<file path="src/rtl/pesd_regs.svh">
// Event numbers, unit masks and sizes for the event-selection decoder.
// Assumes inclusion by rtl files only; definitions only.
`ifndef PESD_REGS_SVH
`define PESD_REGS_SVH

// ****************************************************************
// Core event numbers
// ****************************************************************
`define PESD_EV_SQ_FULL      8'hF6
`define PESD_EV_FLOAT_ASSIST 8'hF7
`define PESD_EV_VEC64        8'hFD

// ****************************************************************
// Uncore event numbers
// ****************************************************************
`define PESD_EV_GQ_FULL      8'h00
`define PESD_EV_GQ_OCCUPIED  8'h01

// ****************************************************************
// Unit mask bits and legal masks per event
// ****************************************************************
`define PESD_UM_SQ_FULL      8'h01
`define PESD_UM_ASSIST_ANY   8'h01
`define PESD_UM_ASSIST_RES   8'h02
`define PESD_UM_ASSIST_OPND  8'h04
`define PESD_UM_VEC64_ALL    8'h7F
`define PESD_UM_GQ_READ      8'h01
`define PESD_UM_GQ_WRITE     8'h02
`define PESD_UM_GQ_PROBE     8'h04
`define PESD_LEGAL_SQ        8'h01
`define PESD_LEGAL_ASSIST    8'h07
`define PESD_LEGAL_VEC64     8'h7F
`define PESD_LEGAL_GQ_FULL   8'h07
`define PESD_LEGAL_GQ_OCC    8'h01

// ****************************************************************
// Sizes and reset values
// ****************************************************************
`define PESD_CNT_W           48
`define PESD_PROBE_DEPTH     16
`define PESD_CNT_RESET       48'h0000_0000_0000

`endif

</file>
<file path="src/rtl/pesd_pkg.sv">
// Types shared by the event-selection decoder files.
// Assumes nothing beyond a SystemVerilog compiler.
package pesd_pkg;

    // ****************************************************************
    // Selection
    // ****************************************************************
    typedef struct packed {
        logic       uncore;
        logic [7:0] event_num;
        logic [7:0] unit_mask;
    } pesd_sel_t;

    // ****************************************************************
    // Core status strobes
    // ****************************************************************
    typedef struct packed {
        logic       super_queue_full;
        logic       sse_op;
        logic       sse_denormal_in;
        logic       sse_underflow;
        logic       denormals_as_zero_flag;
        logic       flush_to_zero_flag;
        logic       x87_op;
        logic       x87_nan_denormal_load;
        logic       x87_div_zero;
        logic       x87_underflow;
        logic [6:0] vec64_ops;
    } pesd_core_ev_t;

    // ****************************************************************
    // Uncore status strobes
    // ****************************************************************
    typedef struct packed {
        logic read_tracker_full;
        logic write_tracker_full;
        logic read_tracker_occupied;
        logic probe_alloc_io_hub;
        logic probe_alloc_remote;
        logic probe_dealloc;
    } pesd_unc_ev_t;

endpackage

</file>
<file path="src/rtl/pesd_probe_tracker.sv">
// Peer-probe tracker occupancy: snoops from the io hub and remote sockets.
// Assumes strobes from logic on clk_i; one dealloc per cycle at most.
`timescale 1ns/1ps
`include "pesd_regs.svh"

module pesd_probe_tracker #(
    parameter int DEPTH = `PESD_PROBE_DEPTH
) (
    // Clock and reset
    input  wire logic clk_i,
    input  wire logic reset_n_i,
    // Snoop strobes
    input  wire logic alloc_io_hub_i,
    input  wire logic alloc_remote_i,
    input  wire logic dealloc_i,
    // Status
    output logic      full_o,
    output logic      not_empty_o
);

    localparam int OCC_W = $clog2(DEPTH + 1);
    localparam logic [OCC_W-1:0] DEPTH_V = OCC_W'(DEPTH);

    typedef struct packed {
        logic [OCC_W-1:0] occ;
        logic             full;
        logic             not_empty;
    } pesd_trk_state_t;

    pesd_trk_state_t state_q;
    pesd_trk_state_t state_d;

    // ****************************************************************
    // Occupancy
    // ****************************************************************
    always_comb begin
        logic [OCC_W:0] next;
        next = {1'b0, state_q.occ};
        if (dealloc_i && state_q.occ != '0) begin
            next = next - 1'b1;
        end
        // Snoops from both sources land here
        if (alloc_io_hub_i && next < {1'b0, DEPTH_V}) begin
            next = next + 1'b1;
        end
        if (alloc_remote_i && next < {1'b0, DEPTH_V}) begin
            next = next + 1'b1;
        end
        state_d.occ       = next[OCC_W-1:0];
        state_d.full      = (next[OCC_W-1:0] == DEPTH_V);
        state_d.not_empty = (next[OCC_W-1:0] != '0);
    end

    always_ff @(posedge clk_i or negedge reset_n_i) begin
        if (!reset_n_i) begin
            state_q <= '0;
        end else begin
            state_q <= state_d;
        end
    end

    assign full_o      = state_q.full;
    assign not_empty_o = state_q.not_empty;
endmodule

</file>
<file path="src/rtl/pesd_top.sv">
// Event-selection decoder and counter for core and uncore events.
// Assumes all strobes come from logic on clk_i; selection held by software.
// Overview of operation
// - Super queue full, each cycle counts
// - Full super queue blocks both threads' uncore issue
// - Count floating operations needing microcode assist
// - SSE assist: denormal or underflow, flag clear
// - x87 assist: NaN/denormal load, divide zero, underflow
// - Count assists caused by invalid result
// - Count assists caused by invalid source operand
// - Mask bits choose 64-bit vector op classes
// - Count cycles chosen global-queue tracker is full
// - Peer-probe tracker holds io hub, remote snoops
// - Count cycles read tracker holds entries
`timescale 1ns/1ps
`include "pesd_regs.svh"

module pesd_top #(
    parameter int CNT_W       = `PESD_CNT_W,
    parameter int PROBE_DEPTH = `PESD_PROBE_DEPTH
) (
    // Clock and reset
    input  wire logic                    clk_i,
    input  wire logic                    reset_n_i,
    // Selection
    input  wire pesd_pkg::pesd_sel_t     sel_i,
    // Event strobes
    input  wire pesd_pkg::pesd_core_ev_t core_ev_i,
    input  wire pesd_pkg::pesd_unc_ev_t  unc_ev_i,
    // Results
    output logic [CNT_W-1:0]             count_o,
    output logic [1:0]                   uncore_issue_block_o
);

    typedef struct packed {
        logic [CNT_W-1:0] count;
        logic [1:0]       issue_block;
    } pesd_state_t;

    pesd_state_t state_q;
    pesd_state_t state_d;

    logic       probe_full;
    logic       probe_not_empty;
    logic       sse_assist;
    logic       x87_assist;
    logic       bad_result;
    logic       bad_operand;
    logic [7:0] cond;
    logic [7:0] legal;
    logic       known;
    logic       match;
    logic [3:0] inc;

    // ****************************************************************
    // Helpers
    // ****************************************************************
    function automatic logic sel_is(input pesd_pkg::pesd_sel_t s,
                                    input logic unc,
                                    input logic [7:0] ev);
        sel_is = (s.uncore == unc) && (s.event_num == ev);
    endfunction

    function automatic logic [3:0] ones(input logic [7:0] v);
        logic [3:0] n;
        n = 4'h0;
        for (int i = 0; i < 8; i++) begin
            n = n + {3'h0, v[i]};
        end
        ones = n;
    endfunction

    // ****************************************************************
    // Peer-probe tracker
    // ****************************************************************
    pesd_probe_tracker #(
        .DEPTH (PROBE_DEPTH)
    ) u_probe (
        .clk_i          (clk_i),
        .reset_n_i      (reset_n_i),
        .alloc_io_hub_i (unc_ev_i.probe_alloc_io_hub),
        .alloc_remote_i (unc_ev_i.probe_alloc_remote),
        .dealloc_i      (unc_ev_i.probe_dealloc),
        .full_o         (probe_full),
        .not_empty_o    (probe_not_empty)
    );

    // ****************************************************************
    // Assist causes
    // ****************************************************************
    always_comb begin
        sse_assist  = core_ev_i.sse_op &&
                      ((core_ev_i.sse_denormal_in && !core_ev_i.denormals_as_zero_flag) ||
                       (core_ev_i.sse_underflow && !core_ev_i.flush_to_zero_flag));
        x87_assist  = core_ev_i.x87_op &&
                      (core_ev_i.x87_nan_denormal_load || core_ev_i.x87_div_zero ||
                       core_ev_i.x87_underflow);
        bad_result  = (core_ev_i.sse_op && core_ev_i.sse_underflow &&
                       !core_ev_i.flush_to_zero_flag) ||
                      (core_ev_i.x87_op && core_ev_i.x87_underflow);
        bad_operand = (core_ev_i.sse_op && core_ev_i.sse_denormal_in &&
                       !core_ev_i.denormals_as_zero_flag) ||
                      (core_ev_i.x87_op &&
                       (core_ev_i.x87_nan_denormal_load || core_ev_i.x87_div_zero));
    end

    // ****************************************************************
    // Event decode
    // ****************************************************************
    always_comb begin
        cond  = 8'h00;
        legal = 8'h00;
        known = 1'b1;
        if (sel_is(sel_i, 1'b0, `PESD_EV_SQ_FULL)) begin
            cond  = {7'h00, core_ev_i.super_queue_full};
            legal = `PESD_LEGAL_SQ;
        end else if (sel_is(sel_i, 1'b0, `PESD_EV_FLOAT_ASSIST)) begin
            cond  = {5'h00, bad_operand, bad_result, sse_assist || x87_assist};
            legal = `PESD_LEGAL_ASSIST;
        end else if (sel_is(sel_i, 1'b0, `PESD_EV_VEC64)) begin
            cond  = {1'b0, core_ev_i.vec64_ops};
            legal = `PESD_LEGAL_VEC64;
        end else if (sel_is(sel_i, 1'b1, `PESD_EV_GQ_FULL)) begin
            cond  = {5'h00, probe_full, unc_ev_i.write_tracker_full,
                     unc_ev_i.read_tracker_full};
            legal = `PESD_LEGAL_GQ_FULL;
        end else if (sel_is(sel_i, 1'b1, `PESD_EV_GQ_OCCUPIED)) begin
            cond  = {7'h00, unc_ev_i.read_tracker_occupied};
            legal = `PESD_LEGAL_GQ_OCC;
        end else begin
            known = 1'b0;
        end
        match = known && (sel_i.unit_mask != 8'h00) &&
                ((sel_i.unit_mask & ~legal) == 8'h00);
        inc   = match ? ones(cond & sel_i.unit_mask) : 4'h0;
    end

    // ****************************************************************
    // State update
    // ****************************************************************
    always_comb begin
        state_d             = state_q;
        state_d.count       = state_q.count + CNT_W'(inc);
        state_d.issue_block = {2{core_ev_i.super_queue_full}};
    end

    always_ff @(posedge clk_i or negedge reset_n_i) begin
        if (!reset_n_i) begin
            state_q <= '0;
        end else begin
            state_q <= state_d;
        end
    end

    assign count_o              = state_q.count;
    assign uncore_issue_block_o = state_q.issue_block;

    logic um_sq;
    logic um_any;
    assign um_sq  = sel_is(sel_i, 1'b0, `PESD_EV_SQ_FULL) &&
                    sel_i.unit_mask == `PESD_UM_SQ_FULL;
    assign um_any = sel_is(sel_i, 1'b0, `PESD_EV_FLOAT_ASSIST) &&
                    sel_i.unit_mask == `PESD_UM_ASSIST_ANY;
endmodule

</file>
<file path="config.mk">
export PLATFORM = sky130hd
export DESIGN_NAME = pesd_top
export DESIGN_NICKNAME = d
export VERILOG_FILES = /design/src/rtl/pesd_pkg.sv /design/src/rtl/pesd_probe_tracker.sv /design/src/rtl/pesd_top.sv
export VERILOG_INCLUDE_DIRS = /design/src /design/src/rtl
export SDC_FILE = /design/constraint.sdc
export NUM_CORES = 1
export LEC_CHECK = 0
export ABC_CLOCK_PERIOD_IN_PS = 4500
export BUFFER_PORTS_ARGS = -buffer_cell sky130_fd_sc_hd__clkbuf_2
export CAP_MARGIN = 15
export CORE_ASPECT_RATIO = 1.25
export CORE_UTILIZATION = 50
export CTS_BUF_LIST = sky130_fd_sc_hd__clkbuf_8 sky130_fd_sc_hd__clkbuf_16
export CTS_CLUSTER_DIAMETER = 50
export DETAILED_ROUTE_END_ITERATION = 12
export GPL_TIMING_DRIVEN = 1
export PLACE_DENSITY = 0.73
export SYNTH_ARGS = -nofsm -noshare
export SYNTH_HDL_FRONTEND = slang
export SYNTH_SLANG_ARGS = --single-unit
</file>
<file path="constraint.sdc">
create_clock -name clk_i -period 4.5 [get_ports clk_i]
set_input_delay 0.9 -clock clk_i [delete_from_list [all_inputs] [get_ports clk_i]]
set_output_delay 0.9 -clock clk_i [all_outputs]
set_load 0.005 [all_outputs]
</file>
==> results of run 1 <==
==> logic make-up after synthesis <==
family	Yosys count
muxes	2
adders and majority gates	11
xor gates and xnor gates	52
and+or+nand+nor	128
buffers and inverters	22
DFF	55
AOI/OAI and AO/OA	42
==> layer usage <==
| layer | share of wire [%] | track usage (%) |
|---|---|---|
| met1 | 42 | 27.9 |
| met2 | 51 | 38.9 |
| met3 | 5.5 | 4.73 |
| met4 | 1.9 | 6.09 |
| met5 | 0 | 0 |
==> path summary, 6_finish.rpt <==
path	slack, ns	depth (start not counted)	end	start
min in group asynchronous	0.56	1	count_o[46]$_DFF_PN0_	reset_n_i
min reg2reg	0.49	1	count_o[47]$_DFF_PN0_	count_o[47]$_DFF_PN0_
min	0.49	1	count_o[47]$_DFF_PN0_	count_o[47]$_DFF_PN0_
max reg2reg	0.65	12	u_probe.full_o$_DFF_PN0_	u_probe.state_q[2]$_DFF_PN0_
max in group asynchronous	3.07	2	u_probe.state_q[3]$_DFF_PN0_	reset_n_i
max	-0.75	23	count_o[38]$_DFF_PN0_	sel_i[16]
==> critical path, delay by kind of cell <==
kind	cells	cell delay (ns)
AO/OA/AOI/OAI	3	0.41
buffers and inverters	5	0.42
adder cells (fa/ha/maj)	5	1.88
XOR/XNOR	1	0.15
AND/OR/NAND/NOR	9	1.68
==> synth_stat cells (2+ instances only) <==
cell      instances
o22ai_1           3
inv_1            14
or4b_1            2
nand2_1          24
o21ai_0           6
nor4bb_1          2
buf_6             2
nor2_1           16
a21oi_1           6
nand3_1          22
or3_1             2
a211o_1           2
ha_1              6
xor2_1           12
xnor2_1          38
dfrtp_1          55
a211oi_1          3
clkbuf_1          2
mux2_2            2
nand4_1          13
and4_1            9
o211ai_1          2
buf_4             2
nor4_1            2
a221oi_1          2
and2_1            6
nand2b_1          4
a21o_1            3
nor3_1            6
fa_1              5
buf_2             2
nor2b_1           3
nor4b_1           2
and3_1            7
and4b_1           2
==> sequential cells by signal, indices dropped and copies added (netlist names) <==
| signal | count |
|---|---|
| u_probe.full_o | 1 |
| uncore_issue_block_o | 1 |
| count_o | 48 |
| u_probe.state_q | 5 |
==> power breakdown <==
group | total (mW) | switching, mW | internal, mW
sequential | 0.567 | 0.0430 | 0.523
clock | 0.331 | 0.165 | 0.166
combinational | 0.479 | 0.250 | 0.229
==> repair_timing <==
action | 4_1_cts | 5_1_grt
endpoints found under the setup margin | 47 | 47
resized for setup | 19 | 23
pin swaps | 17 | 14
hold buffers | 0 | 0
setup buffers | 5 | 6
endpoints found under the hold margin | 0 | 0
==> area by class of cell <==
type,instances,area [µm²]
Multi-Input combinational cell,235,2100
Fill cell,476,1760
Sequential cell,55,1380
Timing Repair Buffer,121,732
Tap cell,85,106
Clock buffer,5,68.8
Inverter,14,52.6
Clock inverter,3,42.5
==> per-stage QoR <==
step	worst slack, ns	hold slack [ns]	power [mW]	instances	util, %
floorplan	-0.775	0.465	0.965	312	-
global placement	-0.918	0.472	1.04	503	65.8
detailed placement	-1.05	0.476	1.05	503	65.8
global route	-1.06	0.513	1.45	518	71.8
CTS	-0.645	0.494	1.38	515	69.6
finish	-0.746	0.491	1.38	518	71.8
==> metrics.md, run 1 <==
| Metric | Value |
|---|---|
| IO buf count | `91` |
| Slew @ Worst Pin | `0.673 ns` |
| Dpl hpwl | `between 5000 and 6000 µm` |
| Total negative slack | `-26.89 ns` |
| Critical setup path kind | `in2reg` |
| DRC violation count after routing | `0` |
| Core area | `6250 µm²` |
| Final instance area | `4480 µm²` |
| Global route overflow | `0` |
| GP Congestion | `0.859` |
| CP Launch Type | `input pin` |
| Synth cell types | `slightly below 60` |
| CTS Buf Count | `5` |
| Final nets | `just under 500` |
| Clock Path Buffers | `2` |
| Synth Flop Type | `dfrtp_1` |
| Final setup violation count | `between 40 and 50` |
| Most frequent cells in the layout | `91 x clkbuf_2, 55 x dfrtp_1, 30 x xnor2_1, 21 x buf_4, 17 x nand2_1` |
| P&R area growth vs syn | `37.8%` |
| Status | `complete, but fails checks` |
| Final hold vios | `0` |
| FP Rows | `32` |
| Max Clk Rate | `between 150 and 200 MHz` |
| Worst-path clk slew | `~0.10 ns` |
| DRT Pass-1 Iters | `4` |
| Leak | `about 2.3 nW` |
| Via count | `2845` |
| Worst slew margin | `54.5%` |
| Post-synthesis compound-gate area fraction | `10.3%` |
| Synth top area share | `between 40 and 50%` |
| Critical Path Most Common Cell | `fa_1` |
| Vias in the first global route | `2656` |
| Mapped Nets | `between 300 and 400` |
| Most common cell after layout, fill and taps aside | `clkbuf_2` |
| Pins Over Slew Limit | `0` |
| Syn. warnings | `0` |
| Min Tclk post-route | `5.25 ns` |
| Die area | `roughly 6800 µm²` |
| IR drop worst, VDD | `a little under 300 µV` |
| First-pass GRT wire length | `between 10000 and 15000 µm` |
| Ant. Diodes | `0` |
| GRT Resource Usage Total | `22.5%` |
| Synthesized area per cell | `approximately 10 µm²` |
| Post-route setup slack | `-0.746 ns` |
| Seq/Total Area, Yosys | `42.3%` |
| Violated checks | `setup timing` |
| Simple-gate portion of the synthesized area | `a little under a quarter` |
| Synthesized cell area | `~3300 µm²` |
| Xor/xnor share of the synthesized area | `~15%` |
| CP max-delay cell | `fa_1` |
| Mapped Cells | `approximately 310` |
| Largest family of logic cells by synthesized area | `simple AND/OR/NAND/NOR gates` |
| Clock Skews | `0.0183 ns` |
| Layout cells sized above 1 | `43.9%` |
| Critical path cell sequence | `clkbuf_2 -> and4b_1 -> nand4_1 -> or3_4 -> o22ai_2 -> nor2_1 -> o21a_1 -> fa_1 -> inv_1 -> fa_1 -> fa_2 -> inv_2 -> fa_1 -> and2_4 -> buf_4 -> fa_2 -> a21oi_4 -> nor2_4 -> nand3_4 -> buf_12 -> nor3_4 -> nand2_1 -> xnor2_1` |
| Critical Path RT | `approximately 4.7 ns` |
| Pwr/cell area | `a little over 300 nW/µm²` |
| Final ANT Viol Nets | `0` |
| Vias per cell | `approximately 5.5` |
| Initial antenna violation count | `0` |
| Placed cell areas | `approximately 4100 µm²` |
| Final period util | `117%` |
| Post-synth EDFFs | `0` |
| Starting Density | `a little over half` |
| WL final | `7660 µm` |
| RSZ-0062 raised after global routing | `true` |
| CTS root buffer | `clkbuf_8` |
| Synthesized flop and latch total | `55` |
| Die Span Y | `92.2 µm` |
| H-tree depth | `2` |
| Initial DRC count | `54` |
| # clock sinks | `55` |
| Multiplexer share of the synthesized area | `less than 1%` |
| Critical path's largest stage delay | `about 0.51 ns` |
| Critical Path End Type | `flip-flop` |
| WL/cell | `about 15 µm` |
| Max-cap violations | `0` |
| Pin count of the biggest net entering global routing | `34` |
| CTS tree | `built` |
| Synth Area in Adders | `~5.4%` |
| HP Class | `reg2reg` |
| Crit path max fanout | `5` |
| Die Wd | `74.1 µm` |
| Post-synth top area cell | `dfrtp_1` |
| Synth async-reset ratio | `100%` |
| Synth top area cells | `dfrtp_1 42%, xnor2_1 10%, nand3_1 3.4%` |
| Clock Latency Late Sink | `0.31 ns` |
| I/O pins | `between 90 and 100` |
| WP data arrival | `5.45 ns` |
(Power assumes the default switching activity.)
==> run 2: changes to the inputs <==
--- a/config.mk
+++ b/config.mk
@@ -6,7 +6,7 @@
 export SDC_FILE = /design/constraint.sdc
 export NUM_CORES = 1
 export LEC_CHECK = 0
-export ABC_CLOCK_PERIOD_IN_PS = 4500
+export ABC_CLOCK_PERIOD_IN_PS = 6000
 export BUFFER_PORTS_ARGS = -buffer_cell sky130_fd_sc_hd__clkbuf_2
 export CAP_MARGIN = 15
 export CORE_ASPECT_RATIO = 1.25
==> constraint.sdc (replaced) <==
create_clock -name clk_i -period 6 [get_ports clk_i]
set_input_delay 1.2 -clock clk_i [delete_from_list [all_inputs] [get_ports clk_i]]
set_output_delay 1.2 -clock clk_i [all_outputs]
set_load 0.005 [all_outputs]
==> metrics.md, run 2 (synthesis gave the netlist of run 1 again) <==
| Metric | Value |
|---|---|
| Vias in the first global route | `~2600` |
| Post-route setup slack | `0.353 ns` |
| Hold Path Origin | `count_o[47]$_DFF_PN0_` |
| Max Clk Rate | `roughly 180 MHz` |
| Worst Path Buf+Inv | `5` |
| Layout cells sized above 1 | `between 30 and 40%` |
| Max FFs per register | `48` |
| Worst Setup SP | `sel_i[16]` |
| IO buf count | `~90` |
| HP Class | `reg2reg` |
| Slew @ Worst Pin | `0.687 ns` |
| Die Wd | `~74 µm` |
| Most common cell after layout, fill and taps aside | `clkbuf_2` |
| RSZ-0062 raised after global routing | `false` |
| Most frequent cells in the layout | `91 x clkbuf_2, 55 x dfrtp_1, 38 x xnor2_1, 23 x nand2_1, 21 x nand3_1` |
| Pin count of the biggest net entering global routing | `56` |
| CP top delay family | `adder cells` |
| Critical Path End Type | `flip-flop` |
| DRT Pass-1 Iters | `4` |
| Starting Density | `52.1%` |
| Final nets | `around 470` |
| Critical path's largest stage delay | `about 0.53 ns` |
| Critical setup path kind | `in2reg` |
| Clock Skews | `about 0.0094 ns` |
| Final setup violation count | `0` |
| Placed cells | `497` |
| DRC violation count after routing | `0` |
| GP Congestion | `between 0.8 and 0.9` |
| Worst-path clk slew | `approximately 0.10 ns` |
| Met3 Use GR | `between 4 and 5%` |
| Busiest grt layer | `met2` |
| CP Launch Type | `input pin` |
| Post-route core utilization | `~65%` |
| Clock Path Buffers | `2` |
| Die area | `just under 7000 µm²` |
| CTS tree | `built` |
| Post-route insts no fill | `approximately 510` |
| Crit path max fanout | `6` |
| Global Route met2 Usage | `37.4%` |
| GRT Resource Usage Total | `21.3%` |
| Clock Latency Late Sink | `a little over 0.3 ns` |
| Worst slack at placement | `-0.139 ns` |
| Initial DRC count | `between 70 and 80` |
| Pwr/cell area | `about 240 nW/µm²` |
| Status | `completed` |
| Initial antenna violation count | `0` |
| WL/cell | `between 10 and 15 µm` |
| Ant. Diodes | `0` |
| Final ANT Viol Nets | `0` |
| First-pass GRT wire length | `around 11000 µm` |
| WL final | `roughly 6800 µm` |
| Total power | `a little under 1 mW` |
| Via count | `approximately 2700` |
| # clock sinks | `55` |
| Dpl hpwl | `between 5000 and 6000 µm` |
| H-tree depth | `2` |
| CTS Buf Count | `5` |
| Pins Over Slew Limit | `0` |
| Final period util | `94.1%` |
| Final hold vios | `0` |
| Die Span Y | `a little over 90 µm` |
| Worst r2r src | `u_probe.state_q[2]$_DFF_PN0_` |
| CP max-delay cell | `fa_1` |
| Leak | `2.02 nW` |
| Min Tclk post-route | `about 5.6 ns` |
| I/O pins | `just over 90` |
| WP data arrival | `5.85 ns` |
| CTS Hold Bufs | `0` |
| Critical Path Most Common Cell | `fa_1` |
| Global route overflow | `0` |
| Critical path cell sequence | `clkbuf_2 -> and4b_1 -> nand4_1 -> or3_1 -> o22ai_1 -> nor2_1 -> o21a_1 -> fa_1 -> inv_1 -> fa_1 -> fa_1 -> inv_1 -> fa_1 -> and2_4 -> ha_1 -> a21o_1 -> a21oi_1 -> nor4bb_1 -> buf_4 -> buf_4 -> nand4_1 -> xnor2_1` |
| FP Rows | `32` |
| Critical Path RT | `slightly above 6 ns` |
| Total negative slack | `0 ns` |
| Worst slew margin | `53.6%` |
| Vias per cell | `roughly 5.4` |
| Met1 global-route usage | `roughly a quarter` |
| CTS root buffer | `clkbuf_8` |
| P&R area growth vs syn | `23.8%` |
| IR drop worst, VDD | `between 150 and 200 µV` |
| Max-cap violations | `0` |
| Core area | `between 6000 and 7000 µm²` |
[run 2: cell types whose count changed in the layout (fill, tap and decap cells not counted), sizes merged]
cell	delta
clkinv	+2
buf	-12
inv	-1
bufinv	-1
[run 2: area by class of cell]
| cell class | instances | area [µm²] |
|---|---|---|
| inverter | 14 | 52.6 |
| clock buffer | 5 | 68.8 |
| clock inverter | 3 | 21.3 |
| fill | 531 | 2220 |
| timing repair buffer | 109 | 591 |
| tap | 85 | 106 |
| sequential | 55 | 1380 |
| multi-input combinational | 235 | 1810 |
[run 2: worst paths after layout]
check	end	depth (start not counted)	slack (ns)
setup / recovery	count_o[39]$_DFF_PN0_	22	0.35
hold / removal	count_o[47]$_DFF_PN0_	1	0.48
setup reg to reg	u_probe.full_o$_DFF_PN0_	12	2.25
hold reg to reg	count_o[47]$_DFF_PN0_	1	0.48
max in group asynchronous	count_o[2]$_DFF_PN0_	2	4.53
min in group asynchronous	count_o[42]$_DFF_PN0_	2	1.00
[run 2: through the flow]
stage / hold slack, ns / area [µm²]
final: 0.485 / 4030
after global routing: 0.513 / 4030
after CTS: 0.484 / 3980
after detailed placement: 0.471 / 3890
after global placement: 0.460 / 3890
after floorplan: 0.465 / 3250
[run 2: what timing repair did]
item | in CTS | in global routing
buffers inserted | 0 | 1
endpoints found under the hold margin | 0 | 0
resized for setup | 0 | 10
setup endpoints to repair | 0 | 14
[run 2: metal layers]
metal  up-vias  share of wire [%]
li1       1330                  -
met1      1304                 42
met2        75                 52
met3         8                4.9
met4         0                1.4
met5         -                  0
[run 2: where the power goes]
| part | internal, mW | leakage (nW) | switching [mW] | total, mW |
|---|---|---|---|---|
| combinational | 0.170 | 1.23 | 0.182 | 0.352 |
| clock | 0.0824 | 0.0495 | 0.120 | 0.203 |
| sequential | 0.393 | 0.740 | 0.0331 | 0.426 |
| total | 0.645 | 2.02 | 0.336 | 0.980 |
[run 2: worst reg2reg max path: cells and delay by family (launching register included)]
kind            cells  cell delay (ns)
flops               1             0.42
fa+ha+maj           2             0.57
xor+xnor            1             0.16
simple gates        4             1.14
buf+inv             1             0.17
compound gates      4             1.19
==> run 3: changes to the inputs <==
--- a/config.mk
+++ b/config.mk
@@ -14,8 +14,9 @@
 export CTS_BUF_LIST = sky130_fd_sc_hd__clkbuf_8 sky130_fd_sc_hd__clkbuf_16
 export CTS_CLUSTER_DIAMETER = 50
 export DETAILED_ROUTE_END_ITERATION = 12
-export GPL_TIMING_DRIVEN = 1
+export GPL_TIMING_DRIVEN = 0
 export PLACE_DENSITY = 0.73
+export REMOVE_ABC_BUFFERS = 1
 export SYNTH_ARGS = -nofsm -noshare
 export SYNTH_HDL_FRONTEND = slang
 export SYNTH_SLANG_ARGS = --single-unit
==> constraint.sdc (replaced) <==
create_clock -name clk_i -period 6 [get_ports clk_i]
set_input_delay 1.2 -clock clk_i [delete_from_list [all_inputs] [get_ports clk_i]]
set_output_delay 1.2 -clock clk_i [all_outputs]
set_load 0.01 [all_outputs]
==> metrics.md, run 3 (synthesis gave the netlist of run 1 again) <==
| Metric | Value |
|---|---|
| CP Launch Type | `input pin` |
| Max-cap violations | `0` |
| FP Rows | `32` |
| GP Congestion | `0.839` |
| HP Class | `reg2reg` |
| Critical Path RT | `6.21 ns` |
| Via count | `approximately 2700` |
| Die area | `between 6000 and 7000 µm²` |
| Layout cells sized above 1 | `between 30% and 40%` |
| Final nets | `461` |
| Slew @ Worst Pin | `around 0.76 ns` |
| Min Tclk post-route | `5.75 ns` |
| Most frequent cells in the layout | `91 x clkbuf_2, 55 x dfrtp_1, 38 x xnor2_1, 23 x nand2_1, 20 x nand3_1` |
| Hold Path Origin | `count_o[47]$_DFF_PN0_` |
| RSZ-0062 raised after global routing | `false` |
| Pins Over Slew Limit | `0` |
| Busiest grt layer | `met2` |
| CTS root buffer | `clkbuf_8` |
| Post-route insts no fill | `494` |
| Final period util | `95.8%` |
| Critical Path End Type | `flip-flop` |
| Worst-path clk slew | `0.11 ns` |
| CTS Buf Count | `5` |
| Post-route setup slack | `~0.25 ns` |
| Total negative slack | `0 ns` |
| Leak | `around 2 nW` |
| Ant. Diodes | `0` |
| Global Route met2 Usage | `about two fifths` |
| First-pass GRT wire length | `11700 µm` |
| # clock sinks | `55` |
| DRT Pass-1 Iters | `4` |
| DRC violation count after routing | `0` |
| Global route overflow | `0` |
| IR drop worst, VDD | `168 µV` |
| Vias in the first global route | `2615` |
| P&R area growth vs syn | `23.5%` |
| Initial antenna violation count | `0` |
| Die Wd | `about 74 µm` |
| Placed cells | `481` |
| Max FFs per register | `48` |
| Initial DRC count | `120` |
| Final hold vios | `0` |
| Worst slack at placement | `-0.907 ns` |
| Dpl hpwl | `approximately 5300 µm` |
| Worst slew margin | `between 40 and 50%` |
| Max Clk Rate | `roughly 170 MHz` |
| Hold EP | `count_o[47]$_DFF_PN0_` |
| Met3 Use GR | `4.84%` |
| CTS tree | `built` |
| Placed cell areas | `between 3000 and 4000 µm²` |
| Final setup violation count | `0` |
| Pwr/cell area | `around 250 nW/µm²` |
| Clock Skews | `0.0110 ns` |
| Clock Path Buffers | `2` |
| WP data arrival | `5.95 ns` |
| H-tree depth | `2` |
| Final instance area | `4020 µm²` |
| IO buf count | `91` |
| GRT Resource Usage Total | `around 22%` |
| WL/cell | `about 14 µm` |
| Die Span Y | `slightly above 90 µm` |
| I/O pins | `slightly above 90` |
| Most common cell after layout, fill and taps aside | `clkbuf_2` |
| Status | `completed` |
| Core area | `roughly 6200 µm²` |
| FF-to-FF End | `u_probe.full_o$_DFF_PN0_` |
| Vias per cell | `5.46` |
| Hold path cells | `1` |
| R2R setup slack | `~2.2 ns` |
| Worst r2r src | `u_probe.state_q[2]$_DFF_PN0_` |
| CTS Hold Bufs | `0` |
| Met1 global-route usage | `27.0%` |
| Crit path max fanout | `5` |
| Critical setup path kind | `in2reg` |
| WL final | `6840 µm` |
| Starting Density | `around 52%` |
| Clock Latency Late Sink | `0.31 ns` |
| Worst R2R Path Depth | `12` |
| Final ANT Viol Nets | `0` |
| Pin count of the biggest net entering global routing | `30` |
## run 3: layout make-up
class | instances | area [µm²]
sequential | 55 | 1380
fill | 535 | 2230
clock inverter | 3 | 22.5
multi-input combinational | 235 | 1880
inverter | 14 | 52.6
clock buffer | 5 | 68.8
tap | 85 | 106
timing repair buffer | 97 | 513
## run 3: worst max-delay path: stages
cell and delay [ns]:
clkbuf_2 0.08, and4b_1 0.26, nand4_1 0.20, or3_4 0.39
o22ai_2 0.10, nor2_1 0.06, o21a_1 0.19, fa_1 0.49
inv_1 0.06, fa_1 0.46, fa_1 0.42, inv_1 0.07
fa_1 0.40, and2_4 0.16, ha_1 0.26, a21o_1 0.16
a21oi_4 0.09, nor4bb_4 0.31, buf_4 0.19, buf_4 0.12
nand4_1 0.11, xnor2_1 0.17
## run 3: report_power, final
| part | switching (mW) | leakage [nW] | total [mW] | internal [mW] |
|---|---|---|---|---|
| logic | 0.182 | 1.21 | 0.352 | 0.170 |
| registers | 0.0333 | 0.740 | 0.426 | 0.393 |
| clock network | 0.124 | 0.0489 | 0.209 | 0.0847 |
| total | 0.340 | 2.00 | 0.987 | 0.647 |
## run 3: timing repair
item,4_1_cts,5_1_grt
setup endpoints to repair,25,36
gates resized for setup,6,18
setup buffers,2,3
pin swaps,1,8
## run 3: layer usage
layer	vias to the layer above	share of wire, %
met4	0	0.97
li1	1320	-
met3	8	5.2
met2	69	52
met5	-	0
met1	1298	42
## run 3: worst max path at each step
stage	from	end	slack (ns)	depth (start not counted)
final	sel_i[16]	count_o[39]$_DFF_PN0_	0.25	22
after global routing	sel_i[16]	count_o[43]$_DFF_PN0_	0.01	22
after CTS	sel_i[16]	count_o[35]$_DFF_PN0_	0.02	21
after detailed placement	sel_i[16]	count_o[35]$_DFF_PN0_	-0.91	21
after global placement	sel_i[16]	count_o[35]$_DFF_PN0_	-1.32	21
after floorplan	sel_i[16]	count_o[35]$_DFF_PN0_	-0.40	20
## run 3: per-stage QoR
| step | hold slack (ns) | util (%) | total power [mW] |
|---|---|---|---|
| after CTS | 0.483 | 62.8 | 0.998 |
| after detailed placement | 0.466 | 60.6 | 0.786 |
| after floorplan | 0.504 | - | 0.706 |
| after global routing | 0.501 | 64.3 | 1.06 |
| after global placement | 0.457 | 60.2 | 0.776 |
| final | 0.477 | 64.3 | 0.987 |
